==> config.mk <==
export PLATFORM = sky130hd
export DESIGN_NAME = adc_link_end_flat
export DESIGN_NICKNAME = d
export VERILOG_FILES = /design/src/link_pkg.sv /design/src/link_if.sv /design/src/adc_link_end.sv /design/src/flat_wrapper.sv
export SDC_FILE = /design/constraint.sdc
export NUM_CORES = 1
export LEC_CHECK = 0
export BUFFER_PORTS_ARGS = -buffer_cell sky130_fd_sc_hd__buf_2
export CORE_MARGIN = 2
export CORE_UTILIZATION = 30
export DETAILED_ROUTE_END_ITERATION = 8
export PLACE_DENSITY_LB_ADDON = 0.25
export SETUP_SLACK_MARGIN = 0.15
export SLEW_MARGIN = 20
export SYNTH_ARGS = -nofsm -noshare
export SYNTH_HDL_FRONTEND = slang
export SYNTH_SLANG_ARGS = --single-unit
==> constraint.sdc <==
create_clock -name clk_sys -period 5.05 [get_ports clk_sys]
set_input_delay 0.2525 -clock clk_sys [delete_from_list [all_inputs] [get_ports clk_sys]]
set_output_delay 0.2525 -clock clk_sys [all_outputs]
set_load 0.01 [all_outputs]
==> src/link_pkg.sv <==
// Package of constants shared by the converter link end and the receiver end.
package link_pkg;
  // Conversion clock (after the integer divider) in this model runs at clk_sys rate.
  localparam int CLK_MHZ          = 20;
  localparam int BITS_PER_SAMPLE  = 20;
  localparam int SAMPLE_W         = 14;
  localparam int FRAMES_PER_MF    = 32;
  localparam int SC0_DELAY_MF     = 5;
  localparam int SC1_DELAY_MF     = 6;
  localparam int CGS_MIN_MF       = 1;
  localparam int LAT_LANE_CYC     = 36;
  localparam int LAT_FD_CYC       = 7;
  localparam int OVR_RECOVER_CYC  = 3;
  localparam int WAKE_ADC_US      = 250;
  localparam int WAKE_OUT_US      = 50;
  localparam int SPI_RST_US       = 500;
  localparam int SDIO_TURN_NS     = 10;
  localparam int CLK_PERIOD_NS    = 1000 / CLK_MHZ;
  localparam int WAKE_ADC_CYC     = WAKE_ADC_US * CLK_MHZ;
  localparam int WAKE_OUT_CYC     = WAKE_OUT_US * CLK_MHZ;
  localparam int SPI_RST_CYC      = SPI_RST_US * CLK_MHZ;
  localparam int SDIO_TURN_CYC    = (SDIO_TURN_NS + CLK_PERIOD_NS - 1) / CLK_PERIOD_NS;
  localparam logic [9:0] K28_CHAR = 10'h17C;
  localparam logic [9:0] ILA_CHAR = 10'h0F3;
endpackage

==> src/link_if.sv <==
// Interface joining the converter link end and the receiver end.
`timescale 1ns/10ps
interface link_if;
  logic       syncReqN;   // Receiver sync request, active low.
  logic       sysrefIn;   // System reference, launched on clk_sys.
  logic [9:0] laneWord;   // Half of a sample's line bits (20 bits sent as two words).
  logic       laneValid;
  logic       laneIsK28;
  logic       laneIsIla;
  logic       sdioHost;
  logic       sdioHostOen;
  logic       sdioDev;
  logic       sdioDevOen;
  modport dev  (input syncReqN, input sysrefIn, input sdioHost, input sdioHostOen,
                output laneWord, output laneValid, output laneIsK28, output laneIsIla,
                output sdioDev, output sdioDevOen);
  modport host (output syncReqN, output sysrefIn, output sdioHost, output sdioHostOen,
                input laneWord, input laneValid, input laneIsK28, input laneIsIla,
                input sdioDev, input sdioDevOen);
endinterface // link_if

==> src/adc_link_end.sv <==
// Converter end: sample pipeline, fast detect, wake-up timing and lane start-up sequence.
`timescale 1ns/10ps
module adc_link_end
  import link_pkg::*;
#(
  parameter int WAKE_ADC = WAKE_ADC_CYC,
  parameter int WAKE_OUT = WAKE_OUT_CYC,
  parameter int LAT_LANE = LAT_LANE_CYC,
  parameter int LAT_FD   = LAT_FD_CYC
) (
  input  wire logic                clk_sys,    // Divided conversion clock.
  input  wire logic                rstn,
  input  wire logic                subclass1,
  input  wire logic                adcPowerDown,
  input  wire logic                outPowerDown,
  input  wire logic [SAMPLE_W-1:0] sampleIn,
  input  wire logic                overrangeIn,
  input  wire logic                sdioReadActive,
  input  wire logic                sdioBit,
  link_if.dev                      lnk,
  output logic                     overrange_threshold_flag,
  output logic                     dataReady,
  output logic                     code_group_sync_phase
);
  initial begin
    if (LAT_LANE < 2 || LAT_FD < 2 || WAKE_ADC < 1 || WAKE_OUT < 1) $error("bad parameter");
  end
  localparam int SC0_CYC = SC0_DELAY_MF * FRAMES_PER_MF;
  localparam int SC1_CYC = SC1_DELAY_MF * FRAMES_PER_MF;
  localparam int CGS_CYC = CGS_MIN_MF * FRAMES_PER_MF;

  typedef enum logic [4:0] {
    S_OFF = 5'h01, S_WAIT = 5'h02, S_CGS = 5'h04, S_ILA = 5'h08, S_DATA = 5'h10
  } lstate_t;
  lstate_t     state_q, state_d;
  logic [15:0] cnt_q, cnt_d;
  logic [4:0]  frame_q;
  logic [31:0] wakeAdc_q, wakeOut_q;
  logic [SAMPLE_W-1:0] pipe_q [LAT_LANE];
  logic [LAT_FD-1:0]   fdPipe_q;
  logic [1:0]  ovrHold_q;
  logic        sync1_q, sync2_q, syncOld_q, sys1_q, sys2_q, sysOld_q;
  logic        rdSync1_q, rdSync2_q;
  logic        half_q;
  logic [9:0]  word_q;
  wire         syncFall  = syncOld_q & ~sync2_q;
  wire         syncRise  = ~syncOld_q & sync2_q;
  wire         sysRise   = ~sysOld_q & sys2_q;
  wire         mfEdge    = (frame_q == 5'h1F);
  wire         laneAwake = (wakeOut_q >= 32'(WAKE_OUT));
  wire [19:0]  lineBits  = {3'h0, pipe_q[LAT_LANE-1], 3'h0};

  // Pin inputs pass two flops; sysref is captured on the rising sample-clock edge.
  always_ff @(posedge clk_sys or negedge rstn) begin
    if (!rstn) begin
      sync1_q   <= 1'b1;
      sync2_q   <= 1'b1;
      syncOld_q <= 1'b1;
      sys1_q    <= 1'b0;
      sys2_q    <= 1'b0;
      sysOld_q  <= 1'b0;
      rdSync1_q <= 1'b0;
      rdSync2_q <= 1'b0;
    end else begin
      sync1_q   <= lnk.syncReqN;
      sync2_q   <= sync1_q;
      syncOld_q <= sync2_q;
      sys1_q    <= lnk.sysrefIn;
      sys2_q    <= sys1_q;
      sysOld_q  <= sys2_q;
      rdSync1_q <= sdioReadActive;
      rdSync2_q <= rdSync1_q;
    end
  end

  // Wake-up counters restart whenever their power-down is held.
  always_ff @(posedge clk_sys or negedge rstn) begin
    if (!rstn) begin
      wakeAdc_q <= 32'h0;
      wakeOut_q <= 32'h0;
    end else begin
      if (adcPowerDown) wakeAdc_q <= 32'h0;
      else if (wakeAdc_q < 32'(WAKE_ADC)) wakeAdc_q <= wakeAdc_q + 32'h1;
      if (outPowerDown) wakeOut_q <= 32'h0;
      else if (wakeOut_q < 32'(WAKE_OUT)) wakeOut_q <= wakeOut_q + 32'h1;
    end
  end
  assign dataReady = (wakeAdc_q >= 32'(WAKE_ADC));

  // Sample pipeline and fast-detect; the overrange recovery hold counts down but drives no output.
  always_ff @(posedge clk_sys or negedge rstn) begin
    if (!rstn) begin
      for (int i = 0; i < LAT_LANE; i++) pipe_q[i] <= '0;
      fdPipe_q  <= '0;
      ovrHold_q <= 2'h0;
      overrange_threshold_flag <= 1'b0;
    end else begin
      pipe_q[0] <= dataReady ? sampleIn : '0;
      for (int i = 1; i < LAT_LANE; i++) pipe_q[i] <= pipe_q[i-1];
      fdPipe_q <= {fdPipe_q[LAT_FD-2:0], overrangeIn};
      overrange_threshold_flag <= fdPipe_q[LAT_FD-2];
      if (overrangeIn) ovrHold_q <= 2'(OVR_RECOVER_CYC);
      else if (ovrHold_q != 2'h0) ovrHold_q <= ovrHold_q - 2'h1;
    end
  end

  // Lane start-up sequence.
  always_comb begin
    state_d = state_q;
    cnt_d   = cnt_q + 16'h1;
    unique case (state_q)
      S_OFF: begin
        cnt_d = 16'h0;
        if (laneAwake && (subclass1 ? sysRise : syncFall)) state_d = S_WAIT;
      end
      S_WAIT: if (cnt_q >= 16'((subclass1 ? SC1_CYC : SC0_CYC) - 1) && mfEdge) begin
        state_d = S_CGS;
        cnt_d   = 16'h0;
      end
      S_CGS: if (cnt_q >= 16'(CGS_CYC - 1) && sync2_q && mfEdge) begin
        state_d = S_ILA;
        cnt_d   = 16'h0;
      end
      S_ILA: if (mfEdge) state_d = S_DATA;
      S_DATA: if (!sync2_q) begin
        state_d = S_OFF;
      end
    endcase
    if (!laneAwake) state_d = S_OFF;
  end

  // Frame counter, state and two-half line serialiser (twenty bits per sample).
  always_ff @(posedge clk_sys or negedge rstn) begin
    if (!rstn) begin
      state_q <= S_OFF;
      cnt_q   <= 16'h0;
      frame_q <= 5'h0;
      half_q  <= 1'b0;
      word_q  <= 10'h0;
    end else begin
      state_q <= state_d;
      cnt_q   <= cnt_d;
      frame_q <= frame_q + 5'h1;
      half_q  <= ~half_q;
      // The word follows the next state, so the word and its flags change on the same edge.
      unique case (state_d)
        S_CGS:   word_q <= K28_CHAR;
        S_ILA:   word_q <= ILA_CHAR;
        S_DATA:  word_q <= half_q ? lineBits[9:0] : lineBits[19:10];
        default: word_q <= 10'h0;
      endcase
    end
  end
  assign lnk.laneWord  = word_q;
  assign lnk.laneValid = laneAwake & (state_q != S_OFF) & (state_q != S_WAIT);
  assign lnk.laneIsK28 = (state_q == S_CGS);
  assign lnk.laneIsIla = (state_q == S_ILA);
  assign code_group_sync_phase = (state_q == S_CGS);

  // Serial data pin: drive only during a read (enable low when driving).
  // The read request passes two flops, which also leaves the host a cycle to let go first.
  assign lnk.sdioDev    = sdioBit;
  assign lnk.sdioDevOen = ~rdSync2_q;
  wire unusedSyncRise   = syncRise ^ lnk.sdioHost ^ lnk.sdioHostOen ^ (|ovrHold_q);
endmodule // adc_link_end

==> src/flat_wrapper.sv <==
// flat-port wrapper written by rule: the top's interface ports become plain ports
module adc_link_end_flat import link_pkg::*;
#(
  parameter int WAKE_ADC = WAKE_ADC_CYC,
  parameter int WAKE_OUT = WAKE_OUT_CYC,
  parameter int LAT_LANE = LAT_LANE_CYC,
  parameter int LAT_FD   = LAT_FD_CYC
)
  (clk_sys, rstn, subclass1, adcPowerDown, outPowerDown, sampleIn, overrangeIn, sdioReadActive, sdioBit, overrange_threshold_flag, dataReady, code_group_sync_phase, lnk_syncReqN, lnk_sysrefIn, lnk_sdioHost, lnk_sdioHostOen, lnk_laneWord, lnk_laneValid, lnk_laneIsK28, lnk_laneIsIla, lnk_sdioDev, lnk_sdioDevOen);
  link_if lnk_i ();
  input  wire logic clk_sys;
  input  wire logic rstn;
  input  wire logic subclass1;
  input  wire logic adcPowerDown;
  input  wire logic outPowerDown;
  input  wire logic [SAMPLE_W-1:0] sampleIn;
  input  wire logic overrangeIn;
  input  wire logic sdioReadActive;
  input  wire logic sdioBit;
  output logic overrange_threshold_flag;
  output logic dataReady;
  output logic code_group_sync_phase;
  input wire logic [$bits(lnk_i.syncReqN)-1:0] lnk_syncReqN;
  input wire logic [$bits(lnk_i.sysrefIn)-1:0] lnk_sysrefIn;
  input wire logic [$bits(lnk_i.sdioHost)-1:0] lnk_sdioHost;
  input wire logic [$bits(lnk_i.sdioHostOen)-1:0] lnk_sdioHostOen;
  output wire logic [$bits(lnk_i.laneWord)-1:0] lnk_laneWord;
  output wire logic [$bits(lnk_i.laneValid)-1:0] lnk_laneValid;
  output wire logic [$bits(lnk_i.laneIsK28)-1:0] lnk_laneIsK28;
  output wire logic [$bits(lnk_i.laneIsIla)-1:0] lnk_laneIsIla;
  output wire logic [$bits(lnk_i.sdioDev)-1:0] lnk_sdioDev;
  output wire logic [$bits(lnk_i.sdioDevOen)-1:0] lnk_sdioDevOen;
  assign lnk_i.syncReqN = lnk_syncReqN;
  assign lnk_i.sysrefIn = lnk_sysrefIn;
  assign lnk_i.sdioHost = lnk_sdioHost;
  assign lnk_i.sdioHostOen = lnk_sdioHostOen;
  assign lnk_laneWord = lnk_i.laneWord;
  assign lnk_laneValid = lnk_i.laneValid;
  assign lnk_laneIsK28 = lnk_i.laneIsK28;
  assign lnk_laneIsIla = lnk_i.laneIsIla;
  assign lnk_sdioDev = lnk_i.sdioDev;
  assign lnk_sdioDevOen = lnk_i.sdioDevOen;
  adc_link_end #(.WAKE_ADC(WAKE_ADC), .WAKE_OUT(WAKE_OUT), .LAT_LANE(LAT_LANE), .LAT_FD(LAT_FD)) u_core (.clk_sys(clk_sys), .rstn(rstn), .subclass1(subclass1), .adcPowerDown(adcPowerDown), .outPowerDown(outPowerDown), .sampleIn(sampleIn), .overrangeIn(overrangeIn), .sdioReadActive(sdioReadActive), .sdioBit(sdioBit), .lnk(lnk_i), .overrange_threshold_flag(overrange_threshold_flag), .dataReady(dataReady), .code_group_sync_phase(code_group_sync_phase));
endmodule
# Word level (Yosys, flattened, before mapping)
# Cells that the tools add are included.
# totals
ff_bits	620
in_bits	26
elab_cells	108
output_inout_bits	18
# op_classes
n_mux	19
n_reduce_logical	6
order_cmp	6
n_eq_ne	11
add_sub_neg	5
bitwise_logic	8
# ops
op	n
$mux 32	4
$add 32x1->32 const B	2
$pmux 16 s3	1
$ge 32x10->1 const B	1
$ge 32x13->1 const B	1
$lt 32x10->1 const B	1
$lt 32x13->1 const B	1
$mux 16	2
$mux 5	6
$pmux 10 s3	1
$pmux 5 s5	1
$add 16x1->16 const B	1
$ge 16x16->1	1
$ge 16x5->1 const B	1
$sub 16x2->16 const B	1
$eq 5x5->1 const B	3
$mux 14	1
$eq 5x3->1 const B	2
$eq 5x4->1 const B	2
$mux 10	1
$mux 7	1
$add 5x1->5 const B	1
$eq 5x1->1 const B	1
$eq 5x2->1 const B	1
other kinds (7)	17

# Logic depth before layout (Yosys ltp)
# Gate-level depths: netlist of the first run.
# depth
ltp_word	9
mapped_depth	11
ltp_nobuf	10

# Least setup slack after synthesis of the first run
# OpenSTA, ideal clock, no wires.
# synth_timing
path_type	flip-flop to flip-flop
from	register u_core.state_q[2]
to	register u_core.word_q[9] (netlist: u_core.lnk.laneWord[9])
stages_incl_launch_ff	9
synth_period_minus_slack_ns	2.714
required_ns	4.984
path_slack_ns	2.336
setup_time_ns	0.066
n_path_buf	1
t_arrival_ns	2.648
cell_sequence	dfrtp_1 buf_6 or4b_4 or3_4 o2bb2ai_2 o32a_1 or4b_4 nor2_4 and2_1
# synth_via
elab_chain_len	5
word_cells_on_any_way	16
classes_between	eq/ne: 8; mux: 8
# synth_rtl
item	line_no	source
start: declaration	adc_link_end.sv:35	lstate_t state_q, state_d;
start signal: assignment	adc_link_end.sv:141	state_q <= state_d;
$eq 5x5->1 (tied with other cells)	adc_link_end.sv:111	unique case (state_q)
$pmux 5 s5 *	adc_link_end.sv:111	
$mux 5 *	adc_link_end.sv:129	if (!laneAwake) state_d = S_OFF;
$eq 5x5->1 (tied with other cells)	adc_link_end.sv:146	unique case (state_d)
$pmux 10 s3 *	adc_link_end.sv:146	
end signal: assignment	adc_link_end.sv:149	S_DATA: word_q <= half_q ? lineBits[9:0] : lineBits[19:10];
end: declaration	adc_link_end.sv:45	logic [9:0] word_q;
# Every way passes the cells marked *; elsewhere a longest branch is shown, timed or not.
# A chain may end at the register's enable or synchronous reset.

# Worst setup path after layout of the first run
# layout_timing
from	register u_core.wakeAdc_q[5]
to	output port dataReady
# layout_via
elab_chain_len	1
# layout_rtl
item	line_no	source
start: declaration	adc_link_end.sv:38	logic [31:0] wakeAdc_q, wakeOut_q;
start signal: assignment	adc_link_end.sv:83	else if (wakeAdc_q < 32'(WAKE_ADC)) wakeAdc_q <= wakeAdc_q + 32'h1;
$ge 32x13->1	adc_link_end.sv:88	assign dataReady = (wakeAdc_q >= 32'(WAKE_ADC));
end: declaration	flat_wrapper.sv:21	output logic dataReady;
# Every way passes these cells.

==> results of run 1 <==
==> worst paths after layout <==
path,from,to,slack (ns)
worst max-delay path,u_core.wakeAdc_q[5]$_DFFE_PN0P_,dataReady,1.94
worst min-delay path,outPowerDown,u_core.wakeOut_q[25]$_DFFE_PN0P_,0.16
worst max register to register,u_core.state_q[2]$_DFF_PN0_,u_core.lnk.laneWord[4]$_DFF_PN0_,1.96
worst min register to register,u_core.pipe_q[489]$_DFF_PN0_,u_core.pipe_q[475]$_DFF_PN0_,0.33
max in group asynchronous,rstn,u_core.pipe_q[442]$_DFF_PN0_,3.36
min in group asynchronous,rstn,u_core.lineBits[7]$_DFF_PN0_,0.29
==> worst max-delay path, cell delays in order, from the launching register on <==
cell       delay (ns)
dfrtp_1          0.41
or4_1            0.52
a311o_1          0.37
a2111oi_4        0.54
inv_2            0.24
buf_2            0.20
==> layout make-up <==
class                   instances  area share
clock buffers                  83      0.0815
clock inverters                23      0.0105
inverters                      18     0.00321
multi-input cells             343      0.0997
flip-flops and latches        620       0.737
well taps                     773      0.0459
repair buffers                 63      0.0223
==> layer usage <==
metal,wire length (um),share of wire,up-vias,GRT usage
met3,1080,0.050,57,0.0217
met1,9980,0.46,3974,0.101
met2,9820,0.46,127,0.113
met5,0,0,-,0
met4,667,0.031,0,0.0356
li1,-,-,3480,-
==> placed cells by master (no fill, tap or decap), types with 2 or more instances in the layout <==
master	instances
buf_2	38
clkbuf_8	15
nand4_1	13
and4_1	2
and3_1	8
ha_1	8
clkinv_8	2
inv_1	17
a31oi_1	11
buf_4	2
nor4_1	14
nor3_1	12
dfstp_2	4
o21ai_0	11
o22ai_1	5
dlygate4sd3_1	19
clkinv_2	15
or4b_4	2
buf_12	3
bufinv_16	3
a22oi_1	2
xor2_1	26
a21o_1	6
o211ai_1	3
nor2_1	87
and2_1	19
clkbuf_1	9
a21oi_1	16
dfrtp_1	616
nor2b_1	19
xnor2_1	11
mux2i_1	5
clkinvlp_4	2
nand2_1	18
a41oi_1	2
clkbuf_16	59
or3_1	3
nand3_1	18
nor2_4	2
==> metrics by stage <==
stage                     hold slack, ns  utilization  cells
after global routing               0.172        0.358   1923
final                              0.159        0.358   1923
after detailed placement           0.335        0.322   1798
after floorplan                  -0.0431            -    996
after CTS                          0.121        0.358   1923
after global placement             0.331        0.322   1798
==> repair_timing <==
action                     CTS  global route
hold buffers                19             0
setup endpoints to repair    0             0
resized for setup            0             0
hold endpoints to repair   116             0
==> registers in the layout, indices dropped and copies added (netlist names), 5 cells and up <==
name / count
u_core.cnt_q: 16
u_core.fdPipe_q: 6
u_core.frame_q: 5
u_core.lineBits: 14
u_core.lnk.laneWord: 10
u_core.pipe_q: 490
u_core.state_q: 5
u_core.wakeAdc_q: 32
u_core.wakeOut_q: 32
==> cells by family (layout without fill, tap and decap cells) <==
logic type / after synthesis / after routing
buf+inv: 33 / 187
mux: 5 / 5
fa+ha+maj: 8 / 8
compound gates: 67 / 67
xor+xnor: 37 / 37
simple gates: 226 / 226
flops: 620 / 620
==> power breakdown <==
part / leakage [nW] / internal [W] / switching (W)
Sequential: 8.61 / 0.00498 / 0.00000618
Combinational: 1.11 / 0.0000297 / 0.000110
Clock: 0.965 / 0.00251 / 0.00175
==> summary.md, run 1 <==
| Metric | Value |
|---|---|
| Std-Cell Rows | `89` |
| First drt pass iteration count | `4` |
| Flip-flop and latch area | `15,500 um^2` |
| RSZ-0062 raised after global routing | `false` |
| Clock-pin slew on the worst setup and hold paths | `0.06 ns` |
| Count of vias placed by the detailed router | `7,638` |
| Number of antenna cells inserted | `0` |
| Initial antenna violation count | `0` |
| Final instance area | `21,100 um^2` |
| Main combinational cell family by area after synthesis | `simple AND/OR/NAND/NOR gates` |
| Post-Route Skew | `0.0144 ns` |
| Final layout net count | `1,138` |
| Post-route ant nets | `0` |
| Setup TNS | `0 ns` |
| Worst Hold Depth | `2` |
| Pin slew with the least headroom to its limit | `1.02 ns` |
| Worst max-slew margin expressed relative to the limit | `0.317` |
| Proportion of layout cells with a drive suffix above 1 | `0.137` |
| Max-capacitance violation count | `0` |
| Final number of max-transition violations | `0` |
| Number of setup violations in the final report | `0` |
| Critical path startpoint category | `flop` |
| Tcrit/Tclk final | `0.617` |
| Top-Level Pins | `44` |
| Routed length per instance | `11.2 um` |
| TritonCTS buffer count | `58` |
| Portion of the post-synthesis area used by sequential elements | `0.874` |
| Area used by multi-input combinational logic | `2100 um^2` |
| Cell types with the highest counts after synthesis | `dfrtp_1, nor2_1, xor2_1, and2_1, nor2b_1` |
| Total number of yosys warnings | `0` |
| Total congestion overflow after global routing | `0` |
| Worst Setup Path Type | `flop to output pin` |
| Width of the die | `247 um` |
| Final count of hold timing violations | `0` |
| DP Wirelength | `11.5 mm` |
| Proportion of synthesized flip-flops having asynchronous set or reset | `1.00` |
| Distinct cell type count of the synthesized netlist | `52` |
| Average footprint of a synthesized cell | `17.8 um^2` |
| Count of buffers inserted at the top-level ports | `39` |
| GRT Resource Usage Total | `0.0752` |
| Filler Cells Inserted | `5,556` |
| Count of flip-flops with a built-in enable after synthesis | `0` |
| Post-CTS setup-driven buffer insertion count | `0` |
| TritonCTS clock tree | `done` |
| Simple-gate portion of the synthesized area | `0.0653` |
| Critical Path End Type | `output pin` |
| Highest fanout seen on the critical path | `18` |
| Min-Delay Path Class | `input pin to flop` |
| Area of the placeable core | `58,800 um^2` |
| Via count of the first global-routing pass | `8,050` |
| Share of the synthesized area in compound gates (AO/OA/AOI/OAI) | `0.0260` |
| Data arrival at the endpoint of the critical path | `2.86 ns` |
| Fmax | `321 MHz` |
| Wire length of the first global-routing pass | `38.4 mm` |
| Power density over the cells | `446 nW/um^2` |
| CTS Root Cell | `clkbuf_16` |
| CTS H-Tree Depth | `2` |
| Post-route minimum period | `3.11 ns` |
| Library cell occupying the most area in the post-synthesis netlist | `dfrtp_1` |
| Maximum number of pins on one net before global-route repair | `159` |
| Adder and majority cell fraction of the synthesized area | `0.00564` |
| Effective utilization at floorplan | `0.302` |
| Total wirelength of the detailed-routed design | `21.6 mm` |
| Source-to-sink clock delay at the later pin of the worst-skew pair | `0.59 ns` |
| Die Span Y | `247 um` |
| Cell count after synthesis | `996` |
| Most used flip-flop cell after synthesis | `dfrtp_1` |
| Leading cell types by total area after synthesis | `dfrtp_1, nor2_1, xor2_1, and2_1, nor2b_1` |
| Fraction of synthesized cell area taken by the top area cell type | `0.868` |
| Max rail drop VDD | `0.310 mV` |
| Layout overhead on the synthesized area | `18.6%` |
| Final worst-path setup slack | `1.94 ns` |
| GP Congestion | `0.753` |
| Clock tree buffer depth | `3` |
| Number of clock sinks seen by CTS | `620` |
| Standard cell area after detailed placement | `18,900 um^2` |
| Total power of the final layout | `0.00938 W` |
| First-iteration detailed-routing DRC count | `399` |
| Post-synth net total | `1,030` |
| Multiplexer area fraction after synthesis | `0.00282` |
| Reg2reg path depth | `7` |
| Most numerous cell in the Yosys netlist | `dfrtp_1` |
| Leakage Power | `10.7 nW` |
| Per-cell via count in the routed design | `3.97` |
| Post-placement worst setup slack | `1.99 ns` |
| Status | `finished, final reports clean` |
| Xor and xnor fraction of the mapped netlist area | `0.0183` |
| Post-synth design cell area | `17,800 um^2` |
| Count of unresolved DRC violations after routing | `0` |
| Number of synthesized register bits | `620` |
| Critical Path RT | `4.80 ns` |
| Total Die Area | `61,100 um^2` |
Note: power is estimated with default switching activity, not from simulation.
==> inputs of run 2 (changes only) <==
clock period = 2.55 ns   (was 5.05 ns; I/O delays follow)
==> summary.md, run 2 (synthesized netlist as in run 1, its figures left out) <==
| Metric | Value |
|---|---|
| CTS H-Tree Depth | `2` |
| Share of power burned in combinational logic | `0.016` |
| Total congestion overflow after global routing | `0` |
| Critical path startpoint category | `flop` |
| Switching fraction of total power | `0.200` |
| Worst max-slew margin expressed relative to the limit | `0.544` |
| Final layout net count | `1,201` |
| Final number of max-transition violations | `0` |
| GRT Resource Usage Total | `0.0802` |
| Source-to-sink clock delay at the later pin of the worst-skew pair | `0.60 ns` |
| RSZ-0062 raised after global routing | `true` |
| Cell total after placement | `1,841` |
| TritonCTS clock tree | `done` |
| Tightest hold margin | `0.0461 ns` |
| Register bank with the most flops | `u_core.pipe_q` |
| Int Power | `0.0154 W` |
| Wire length of the first global-routing pass | `40.7 mm` |
| Maximum number of pins on one net before global-route repair | `107` |
| Top-Level Pins | `44` |
| Clock network power share | `0.471` |
| Non-filler cells in the finished layout | `1,989` |
| CTS Root Cell | `clkbuf_16` |
| Leakage Power | `11.1 nW` |
| GP Congestion | `0.776` |
| Data arrival at the endpoint of the critical path | `3.30 ns` |
| Area used by multi-input combinational logic | `2320 um^2` |
| Sequential power share | `0.512` |
| Per-cell via count in the routed design | `4.02` |
| Area of the placeable core | `58,800 um^2` |
| Leading cell types in the layout, fill and taps excluded | `dfrtp_1, nor2_1, clkbuf_16` |
| Max FFs per register | `490` |
| First drt pass iteration count | `4` |
| Pin slew with the least headroom to its limit | `0.679 ns` |
| Routed length per instance | `11.8 um` |
| Power spent charging and discharging nets | `0.00386 W` |
| Clock tree buffer depth | `3` |
| Final core utilization | `0.374` |
| Failing checks | `negative setup slack` |
| Post-route ant nets | `0` |
| TritonCTS buffer count | `59` |
| Effective utilization at floorplan | `0.302` |
| DP Wirelength | `12.3 mm` |
| Layout overhead on the synthesized area | `24.0%` |
| Post-route minimum period | `2.76 ns` |
| Status | `finished with violations` |
| Width of the die | `247 um` |
| Clock-pin slew on the worst setup and hold paths | `0.06 ns` |
| Std-Cell Rows | `89` |
| Total power of the final layout | `0.0193 W` |
| Post-Route Skew | `0.0125 ns` |
| Critical Path RT | `3.10 ns` |
| Filler Cells Inserted | `5,487` |
| Number of clock sinks seen by CTS | `620` |
| Number of setup violations in the final report | `22` |
| Max rail drop VDD | `0.556 mV` |
| Total wirelength of the detailed-routed design | `23.4 mm` |
| Final instance area | `22,000 um^2` |
| Count of buffers inserted at the top-level ports | `39` |
| Count of unresolved DRC violations after routing | `0` |
| Number of antenna cells inserted | `0` |
| Power density over the cells | `875 nW/um^2` |
| Tcrit/Tclk final | `1.08` |
| Critical Path End Type | `flop` |
| Initial antenna violation count | `0` |
| First-iteration detailed-routing DRC count | `454` |
| Highest fanout seen on the critical path | `6` |
| Flip-flop and latch area | `15,500 um^2` |
| Registers with the most flip-flops | `u_core.pipe_q (490), u_core.wakeAdc_q (32), u_core.wakeOut_q (32)` |
| Count of vias placed by the detailed router | `8,003` |
| Final worst-path setup slack | `-0.206 ns` |
| Fmax | `363 MHz` |
| Final count of hold timing violations | `0` |
| Total Die Area | `61,100 um^2` |
| Via count of the first global-routing pass | `8,503` |
| Most common cell after layout, fill and taps aside | `dfrtp_1` |
| Worst Setup Path Type | `flop to flop` |
| Proportion of layout cells with a drive suffix above 1 | `0.209` |
| Die Span Y | `247 um` |
| Min-Delay Path Class | `input pin to flop` |
| Standard cell area after detailed placement | `19,300 um^2` |
| Max-capacitance violation count | `0` |
## run 2: power groups by stage
stage / Sequential [W] / Clock [W] / Combinational [W]
floorplan: 0.0101 / 0 / 0.0000415
global placement: 0.0101 / 0 / 0.000293
detailed placement: 0.0101 / 0 / 0.000302
CTS: 0.00987 / 0.00948 / 0.000330
global route: 0.00986 / 0.00990 / 0.000369
finish: 0.00987 / 0.00908 / 0.000310
## run 2: path summary, 6_finish.rpt
kind                       cells after the start  slack [ns]                         start                          endpoint
max                                            7       -0.21   u_core.state_q[3]$_DFF_PN0_  u_core.lnk.laneWord[1]$_DFF_PN0_
min                                            3        0.05                  outPowerDown  u_core.wakeOut_q[21]$_DFFE_PN0P_
max reg2reg                                    7       -0.21   u_core.state_q[3]$_DFF_PN0_  u_core.lnk.laneWord[1]$_DFF_PN0_
min reg2reg                                    0        0.34  u_core.pipe_q[307]$_DFF_PN0_      u_core.pipe_q[293]$_DFF_PN0_
max in group asynchronous                      3        1.46                          rstn      u_core.pipe_q[429]$_DFF_PN0_
min in group asynchronous                      2        0.09                          rstn     u_core.lineBits[10]$_DFF_PN0_
## run 2: layout make-up
class | instances | area share
inverter | 18 | 0.00307
sequential | 620 | 0.705
tap | 773 | 0.0439
timing repair buffer | 125 | 0.0477
clock buffer | 86 | 0.0790
multi-input combinational | 343 | 0.105
clock inverter | 24 | 0.0160
## run 2: what timing repair did
| action | CTS | global route |
|---|---|---|
| setup endpoints to repair | 23 | 67 |
| setup buffers | 11 | 6 |
| gates cloned | 0 | 1 |
| hold buffers | 20 | 0 |
| pin swaps | 26 | 25 |
| gates resized for setup | 34 | 33 |
| hold endpoints to repair | 176 | 0 |
## run 2: worst max-delay path, cell delays in order, from the launching register on
cell	delay [ns]
dfrtp_1	0.38
or4b_4	0.55
or3_4	0.36
o2bb2ai_2	0.15
o32a_1	0.39
or4b_4	0.60
nor2_4	0.13
a21o_1	0.13
## run 2: stage by stage
stage / setup slack [ns] / setup TNS [ns]
global placement: -0.101 / -0.651
detailed placement: -0.159 / -1.23
floorplan: -0.143 / -1.15
CTS: -0.254 / -3.00
finish: -0.206 / -3.16
global route: -0.301 / -5.49
## run 2: per-layer routing
metal | vias up | track usage | routed length, um
li1 | 3621 | - | -
met4 | 0 | 0.0421 | 921
met1 | 4150 | 0.108 | 10800
met5 | - | 0 | 0
met3 | 77 | 0.0217 | 1160
met2 | 155 | 0.119 | 10500
